File: config.mk
export PLATFORM = sky130hd
export DESIGN_NAME = adcr_top
export DESIGN_NICKNAME = d
export VERILOG_FILES = /design/src/adcr_pkg.sv /design/src/adcr_top.sv
export VERILOG_INCLUDE_DIRS = /design/src /design/src/src
export SDC_FILE = /design/constraint.sdc
export NUM_CORES = 1
export LEC_CHECK = 0
export BUFFER_PORTS_ARGS = -buffer_cell sky130_fd_sc_hd__buf_4
export CAP_MARGIN = 20
export CORE_MARGIN = 3
export CORE_UTILIZATION = 40
export CTS_BUF_LIST = sky130_fd_sc_hd__clkbuf_16
export DETAILED_ROUTE_END_ITERATION = 12
export HOLD_SLACK_MARGIN = 0.08
export PLACE_DENSITY_LB_ADDON = 0.08
export SLEW_MARGIN = 20
export SYNTH_ARGS = -nofsm -noshare
export SYNTH_HDL_FRONTEND = slang
export SYNTH_SLANG_ARGS = --single-unit
File: constraint.sdc
create_clock -name clk_i -period 3.3 [get_ports clk_i]
set_clock_uncertainty 0.15 [all_clocks]
set_input_delay 0.66 -clock clk_i [delete_from_list [all_inputs] [get_ports clk_i]]
set_output_delay 0.66 -clock clk_i [all_outputs]
set_load 0.05 [all_outputs]
File: src/adcr_regs.svh
// adcr_regs.svh: bit counts and codes of the serial converter readout
// assumes: included by the package and the top module by its bare name
`ifndef ADCR_REGS_SVH
`define ADCR_REGS_SVH

`define ADCR_RES_BITS      12
`define ADCR_CNT_W         5
`define ADCR_FALL_NULL     5'd2
`define ADCR_FALL_MSB      5'd3
`define ADCR_FALL_LSB      5'd14
`define ADCR_FALL_PD_SHORT 5'd14
`define ADCR_FALL_REPEAT   5'd15
`define ADCR_FALL_PD_LONG  5'd16
`define ADCR_FALL_LAST     5'd25
`define ADCR_FALL_SAMPLE   5'd2
`define ADCR_POS_FULL      12'h7ff
`define ADCR_NEG_FULL      12'h800

`endif

File: src/adcr_pkg.sv
// adcr_pkg.sv: types of the converter readout block
// assumes: adcr_regs.svh is on the include path
`include "adcr_regs.svh"

package adcr_pkg;

    // frame states, gray along idle -> sample -> shift -> repeat
    typedef enum logic [1:0] {
        ADCR_IDLE   = 2'b00,
        ADCR_SAMPLE = 2'b01,
        ADCR_SHIFT  = 2'b11,
        ADCR_REPEAT = 2'b10
    } adcr_state_t;

    // power status seen by the analog side
    typedef struct packed {
        logic analog_on;
        logic digital_on;
        logic out_on;
    } adcr_power_t;

endpackage : adcr_pkg

File: src/adcr_top.sv
// adcr_top.sv: serial readout and power control of a 12-bit converter
// assumes: select and serial clock come from a host master on another
// clock; comparator decisions arrive one per step from the analog array
//
// Notes on behaviour
// - each result bit is changed on a falling serial clock edge
// - null bit at second fall, then 12 bits msb first from third fall
// - select still low after lsb: repeat lsb-first without lsb, then float
// - results are two's complement, 7ff positive and 800 negative full scale
// - power down on select rise or 14th clock fall, first wins
// - analog off at conversion end; digital off only while select high
// - each bit goes out as soon as its approximation step completes
// - select rising mid-frame aborts the conversion and powers down
// - a new conversion only starts on a fresh select fall
// - in burst, output register powers down and floats after final bit
// - select low past 15th fall keeps output powered through repeat
// - select falling with clock high still takes the next clock fall as the first
// - sample window spans select fall to second clock fall, two serial periods with the bench host
`timescale 1ns/1ps
`default_nettype none
`include "adcr_regs.svh"

module adcr_top (
    // clock and reset
    input  wire logic                       clk_i,
    input  wire logic                       rstn_i,
    // serial link from the host
    input  wire logic                       sel_n_i,
    input  wire logic                       sclk_i,
    output logic                            sdata_o,
    output logic                            sdata_oe_o,
    // analog array interface
    input  wire logic                       cmp_i,
    output logic                            sample_o,
    output logic                            step_o,
    output logic [`ADCR_RES_BITS-1:0]       result_o,
    output adcr_pkg::adcr_power_t           power_o
);

    // ------------------------------------------------------------
    // input synchronisers
    // ------------------------------------------------------------
    logic [1:0] sel_sync_r;
    logic [1:0] sclk_sync_r;
    logic       sel_d_r;
    logic       sclk_d_r;

    // two stages each, the first stage read only by the second
    always_ff @(posedge clk_i or negedge rstn_i) begin
        if (!rstn_i) begin
            sel_sync_r  <= 2'h3;
            sclk_sync_r <= 2'h0;
            sel_d_r     <= 1'b1;
            sclk_d_r    <= 1'b0;
        end else begin
            sel_sync_r  <= {sel_sync_r[0], sel_n_i};
            sclk_sync_r <= {sclk_sync_r[0], sclk_i};
            sel_d_r     <= sel_sync_r[1];
            sclk_d_r    <= sclk_sync_r[1];
        end
    end

    logic sel_n;
    logic sel_fall;
    logic sclk_fall;
    assign sel_n     = sel_sync_r[1];
    // counting starts at the synchronised select fall, so after a select fall with the clock high
    // the next clock fall counts as the first; the host keeps the clock low there
    assign sel_fall  = sel_d_r & ~sel_n;
    // clock edges only count while selected
    assign sclk_fall = sclk_d_r & ~sclk_sync_r[1] & ~sel_n;

    // ------------------------------------------------------------
    // frame state
    // ------------------------------------------------------------
    adcr_pkg::adcr_state_t          state_r, state_nxt;
    logic [`ADCR_CNT_W-1:0]         falls_r, falls_nxt;
    logic [`ADCR_RES_BITS-1:0]      res_r, res_nxt;
    logic [`ADCR_CNT_W-1:0]         rep_idx_r, rep_idx_nxt;
    logic                           dout_r, dout_nxt;
    logic                           oe_r, oe_nxt;
    logic                           analog_r, analog_nxt;

    // bit index of the msb-first field for a given fall count
    function automatic logic [3:0] msb_idx(input logic [`ADCR_CNT_W-1:0] f);
        logic [`ADCR_CNT_W-1:0] d;
        d = `ADCR_FALL_LSB - f;
        return d[3:0];
    endfunction

    // next-state logic for one frame
    always_comb begin
        state_nxt   = state_r;
        falls_nxt   = falls_r;
        res_nxt     = res_r;
        rep_idx_nxt = rep_idx_r;
        dout_nxt    = dout_r;
        oe_nxt      = oe_r;
        analog_nxt  = analog_r;
        if (sel_n) begin
            // select high: abort, full power down, float
            state_nxt  = adcr_pkg::ADCR_IDLE;
            oe_nxt     = 1'b0;
            analog_nxt = 1'b0;
            falls_nxt  = '0;
        end else if (sel_fall) begin
            // fresh select fall starts sampling, counter cleared
            state_nxt  = adcr_pkg::ADCR_SAMPLE;
            falls_nxt  = '0;
            analog_nxt = 1'b1;
            oe_nxt     = 1'b0;
            res_nxt    = '0;
        end else if (sclk_fall && state_r != adcr_pkg::ADCR_IDLE) begin
            falls_nxt = falls_r + 5'd1;
            case (state_r)
                adcr_pkg::ADCR_SAMPLE: begin
                    if (falls_nxt == `ADCR_FALL_NULL) begin
                        state_nxt = adcr_pkg::ADCR_SHIFT;
                        oe_nxt    = 1'b1;
                        dout_nxt  = 1'b0;            // null bit
                    end
                end
                adcr_pkg::ADCR_SHIFT: begin
                    if (falls_nxt <= `ADCR_FALL_LSB) begin
                        // decision of this step goes out at once
                        res_nxt[msb_idx(falls_nxt)] = cmp_i;
                        dout_nxt = cmp_i;
                    end
                    if (falls_nxt == `ADCR_FALL_PD_SHORT) begin
                        analog_nxt = 1'b0;
                    end else if (falls_nxt == `ADCR_FALL_REPEAT) begin
                        state_nxt   = adcr_pkg::ADCR_REPEAT;
                        rep_idx_nxt = 5'd1;
                        dout_nxt    = res_r[1];
                    end
                end
                adcr_pkg::ADCR_REPEAT: begin
                    if (falls_nxt > `ADCR_FALL_LAST) begin
                        state_nxt = adcr_pkg::ADCR_IDLE;
                        oe_nxt    = 1'b0;
                    end else begin
                        rep_idx_nxt = rep_idx_r + 5'd1;
                        dout_nxt    = res_r[rep_idx_nxt[3:0]];
                    end
                end
                default: begin
                    state_nxt = adcr_pkg::ADCR_IDLE;
                end
            endcase
        end
    end

    // frame registers
    always_ff @(posedge clk_i or negedge rstn_i) begin
        if (!rstn_i) begin
            state_r   <= adcr_pkg::ADCR_IDLE;
            falls_r   <= '0;
            res_r     <= '0;
            rep_idx_r <= '0;
            dout_r    <= 1'b0;
            oe_r      <= 1'b0;
            analog_r  <= 1'b0;
        end else begin
            state_r   <= state_nxt;
            falls_r   <= falls_nxt;
            res_r     <= res_nxt;
            rep_idx_r <= rep_idx_nxt;
            dout_r    <= dout_nxt;
            oe_r      <= oe_nxt;
            analog_r  <= analog_nxt;
        end
    end

    // ------------------------------------------------------------
    // outputs
    // ------------------------------------------------------------
    // result register holds the completed code between frames
    logic [`ADCR_RES_BITS-1:0] result_r, result_nxt;
    logic                      step_r, step_nxt;

    always_comb begin
        result_nxt = result_r;
        step_nxt   = 1'b0;
        if (sclk_fall && state_r == adcr_pkg::ADCR_SHIFT
            && falls_nxt <= `ADCR_FALL_LSB) begin
            step_nxt = 1'b1;
        end
        if (sclk_fall && state_r == adcr_pkg::ADCR_SHIFT
            && falls_nxt == `ADCR_FALL_LSB) begin
            result_nxt = {res_r[`ADCR_RES_BITS-1:1], cmp_i};
        end
    end

    always_ff @(posedge clk_i or negedge rstn_i) begin
        if (!rstn_i) begin
            result_r <= '0;
            step_r   <= 1'b0;
        end else begin
            result_r <= result_nxt;
            step_r   <= step_nxt;
        end
    end

    assign sdata_o    = dout_r;
    assign sdata_oe_o = oe_r;
    assign step_o     = step_r;
    assign result_o   = result_r;
    // sampling from select fall to second clock fall
    assign sample_o   = (state_r == adcr_pkg::ADCR_SAMPLE);
    // digital stays powered whenever select is low, even after conversion
    assign power_o    = '{analog_on: analog_r, digital_on: ~sel_n,
                          out_on: oe_r};

endmodule : adcr_top
`default_nettype wire

# Yosys cells after proc, flatten, opt, wreduce, memory -nomap -nowiden
# Cells that the tools add are included.
word_totals:
  regBits: 46
  latchBits: 0
  ramBits: 0
  romBits: 0
  inputBits: 5
  output_inout_bits: 19
  wordCells: 106
  n_memories: 0
classes:
  add_sub_neg: 3
  multipliers: 0
  div_mod_pow: 0
  order_cmp: 6
  n_eq_ne: 15
  shift: 0
  n_mux: 42
  bitwise_logic: 6
  reduce_logical: 21
op_table:
  columns: ["cell", "count"]
  rows:
  - ["$mux 12", 4]
  - ["$mux 5", 6]
  - ["$mux 1", 18]
  - ["$eq 5x4->1 const B", 3]
  - ["$mux 2", 7]
  - ["$bwmux 12", 1]
  - ["$ne 4x4->1 const B", 3]
  - ["$reduce_bool 3->1", 4]
  - ["$add 5x1->5 const B", 2]
  - ["$le 5x4->1 const B", 2]
  - ["$lt 4x5->1 const B", 2]
  - ["$pmux 5 s2", 1]
  - ["$reduce_bool 2->1", 5]
  - ["$reduce_and 4->1", 2]
  - ["$reduce_and 7->1", 1]
  - ["$ne 2x2->1 const B", 3]
  - ["$pmux 2 s3", 1]
  - ["$reduce_and 6->1", 1]
  - ["$eq 5x2->1 const B", 1]
  - ["$gt 5x5->1 const B", 1]
  - ["$logic_and 1x1->1", 5]
  - ["$reduce_and 5->1", 1]
  - ["$bmux 1 s4", 1]
  - ["$demux 1 s4", 1]
  - ["12 further kinds", 17]

# Logic depth before layout (Yosys ltp)
depth:
  depth_word: 11
  depth_mapped: 9
  mapped_depth_nobuf: 8

# Worst setup path before layout
# No wires, ideal clock.
synth_timing:
  path_type: "reg-to-reg"
  from: "register falls_r[0]"
  to: "register result_r[0], in the netlist result_o[0]"
  setup_ps: 128
  t_arrival_ps: 2346
  required_time_ps: 3022
  setup_slack_ps: 676
  path_stages_with_launch: 10
  n_path_buf: 2
  period_less_slack_ps: 2624
  path_cell_list: "dfrtp_1 > buf_2 > inv_1 > ha_1 > o211ai_1 > nor4_2 > nor3_1 > nor4_2 > buf_4 > mux2_1"
synth_via:
  elab_chain_cells: 6
synth_rtl:
  columns: ["element", "line", "text"]
  rows:
  - ["start: declaration", "adcr_top.sv:77", "logic [`ADCR_CNT_W-1:0] falls_r, falls_nxt;"]
  - ["start signal: assignment", "adcr_top.sv:165", "falls_r <= falls_nxt;"]
  - ["$add 5x1->5", "adcr_top.sv:114", "falls_nxt = falls_r + 5'd1;"]
  - ["$mux 5 *", "adcr_top.sv:113", "end else if (sclk_fall && state_r != adcr_pkg::ADCR_IDLE) begin"]
  - ["$mux 5 *", "adcr_top.sv:106", "end else if (sel_fall) begin"]
  - ["$mux 5 *", "adcr_top.sv:100", "if (sel_n) begin"]
  - ["$eq 5x4->1 (no line) *", null, null]
  - ["$logic_and 1x1->1 (no line) *", null, null]
  - ["end signal: assignment", "adcr_top.sv:199", "result_r <= result_nxt;"]
  - ["end: declaration", "adcr_top.sv:178", "logic [`ADCR_RES_BITS-1:0] result_r, result_nxt;"]
# Every way passes the cells marked *; elsewhere a longest branch is shown, timed or not.
# A chain may end at the register's enable or synchronous reset.

# Worst setup path in the final report
layout_timing:
  from: "register falls_r[1]"
  to: "register result_r[8], in the netlist result_o[8]"
# Same word-level chain as after synthesis.

==> flow_summary.toml <==
[status]
status = "finished clean"

[finish]
fillCellCount = 556
diodes = 0
drive_above_1_share_pct = 19.4
multi_input_area_um2 = 1210
area_growth_pct = 13.9
final_core_util_pct = 49.0
fin_nets = 257
instances_no_fill = 319
register_area_um2 = 1130
final_area_um2 = 2800

[cts]
htree_levels = 2
cts_buffer_depth = 2
cts_hold_buf = 0
clock_latency_ns = 0.28
cts_inserted_buffers = 5
root_buffer = "clkbuf_16"
cts.clk_slew.worst_paths_ns = 0.06
cts_setup_buffers = 0
tritoncts = "built"
cts.sinks = 45
ctsResizeCount = 0

[route]
dr.first_iter.drc_count = 125
via_count = 1743
drtAntennaViolNets = 0
drt_pass1_iterations = 4
wl_per_cell_um = 16.4
finalWirelength_mm = 5.24
drc_errors = 0
viasPerCell = 5.46

[timing]
worst_pin_slew_ns = 0.708
setup_ws_ns = 0.376
hold_viol = 0
setup-tns-final_ns = 0
max_freq_mhz = 342
finalMaxSlewViolations = 0
timing.slew.headroom_pct = 52.7
fin_crit_ns = 2.92
finalCritPeriodShare_pct = 88.6
setup_viol = 0
rsz0062_at_grt = "false"

[logic_synthesis]
yosysTopAreaCell = "dfrtp_1"
synth_top_area_share_pct = 42.8
ys_ff_latch = 45
synth_commonest_cells = "dfrtp_1 (42), nand2_1 (27), nor2_1 (15)"
synth_nets = 238
netlist_area_um2 = 2450
async_flop_share_pct = 100
ys_warn_count = 0
syn_area_per_cell_um2 = 10.8
synth_most_common_cell = "dfrtp_1"
yosysSeqAreaShare_pct = 46.0
synth_cell_types = 55
synthFlopType = "dfrtp_1"
synth_area_leaders = "dfrtp_1 (43%), mux2_1 (4.6%), mux2i_1 (4.5%)"
netlist_instances = 227
synth_edf_count = 0

[job]
drv_cap = 0

[placed_design]
hpwl_mm = 3.71
port_buffers = 23
dp_cells = 311
gp_congestion = 0.853
place_ws_ns = 0.375
placed_cell_area_um2 = 2660

[min_path]
min_path_type = "register to register"

[grt]
grt_max_degree = 46
grt_overflow = 0
grt.total_usage_pct = 15.8
grt_pass1_vias = 1756
grt_pass1_wl_mm = 9.23
antenna_found_initial = 0

[setup_path]
critPathTopFamily = "simple AND/OR/NAND/NOR gates"
startpoint_type = "register"
critPathKind = "register to register"
max_stage_delay_ns = 0.52
worst-path-buf-inv = 1
crit_fanout = 12
path_cells = "ha_1 -> nand3_2 -> xor2_2 -> and3_1 -> a21oi_1 -> nor4_2 -> buf_4 -> mux2_2"
cp_slowest_cell = "dfrtp_1"
cp-end-kind = "register"
cp.arrival_ns = 2.94
required_ns = 3.32

[floorplan]
io_pins = 24
die_area_um2 = 7110
rows = 27
fp.dieW_um = 84.3
fp.dieH_um = 84.3
core_region_area_um2 = 5710
initial_utilization_pct = 43.0

[power]
power.density_nw_per_um2 = 392
peakVddDrop_v = 0.000257
power_leakage_uw = 0.00117
-- metrics by stage --
step                hold WS [ns]  power [uW]
finish                     0.203        1100
global route               0.216        1150
CTS                        0.206        1110
detailed placement         0.192         631
global placement           0.184         631
floorplan                  0.181         606
-- flip-flops by register name (all words and copies together), names as in the netlist --
name and cells:
res_r 12, result_o 12, falls_r 5, rep_idx_r 4, sclk_sync_r 2, sel_sync_r 2
state_r 2, analog_r 1, sclk_d_r 1, sdata_o 1, sdata_oe_o 1, sel_d_r 1
step_o 1
-- final timing paths --
kind / from / to / slack, ns / cells past startpoint
max in group asynchronous: rstn_i / sdata_oe_o$_DFFE_PN0P_ / 2.37 / 1
worst max-delay path: falls_r[1]$_DFF_PN0_ / result_o[8]$_DFFE_PN0P_ / 0.38 / 8
min in group asynchronous: rstn_i / rep_idx_r[0]$_DFFE_PN0P_ / 0.22 / 1
worst max register to register: falls_r[1]$_DFF_PN0_ / result_o[8]$_DFFE_PN0P_ / 0.38 / 8
worst min register to register: sclk_sync_r[0]$_DFF_PN0_ / sclk_sync_r[1]$_DFF_PN0_ / 0.20 / 0
worst min-delay path: sclk_sync_r[0]$_DFF_PN0_ / sclk_sync_r[1]$_DFF_PN0_ / 0.20 / 0
-- kinds of logic after synthesis --
kind of cell,count (synthesis),share of synthesized area (%)
AO/OA/AOI/OAI,42,13.3
XOR/XNOR,12,5.35
adder cells (fa/ha/maj),6,3.06
buffers and inverters,23,4.54
flip-flops,45,46.0
multiplexers,26,12.7
AND/OR/NAND/NOR,73,15.0
-- per-layer routing --
metal | up-vias | track usage (%) | part of all wire, % | wire length (um)
met3 | 6 | 3.53 | 4.6 | 241
li1 | 865 | - | - | -
met5 | - | 0 | 0 | 0
met2 | 44 | 22.5 | 42 | 2220
met1 | 828 | 24.2 | 52 | 2720
met4 | 0 | 4.32 | 1.0 | 55
-- report_power, final --
part           internal, uW  switching [uW]
Combinational          13.4            40.4
Sequential              560            6.80
Clock                   275             200
-- cell usage in the layout, fill, tap and decap left out, drive strengths merged, types with 5 or more instances in the layout --
cell type  synthesis  routed
mux2i             11      11
o21ai              7       7
buf                7      24
dfrtp             42      42
inv               11      13
nor3               5       5
xor2               5       5
nor4              12      12
mux2              12      12
nand2             27      27
a21oi              7       7
xnor2              7       7
clkbuf             5       5
nor2              15      15
ha                 6       6
-- layout make-up --
cell class	instances	share of cell area, %
clock buffers	5	4.48
multi-input cells	159	43.4
flip-flops and latches	45	40.4
inverters	11	1.48
clock inverters	3	0.537
repair buffers	24	6.45
well taps	72	3.22
No activity file was read; power rests on OpenSTA's default activity.
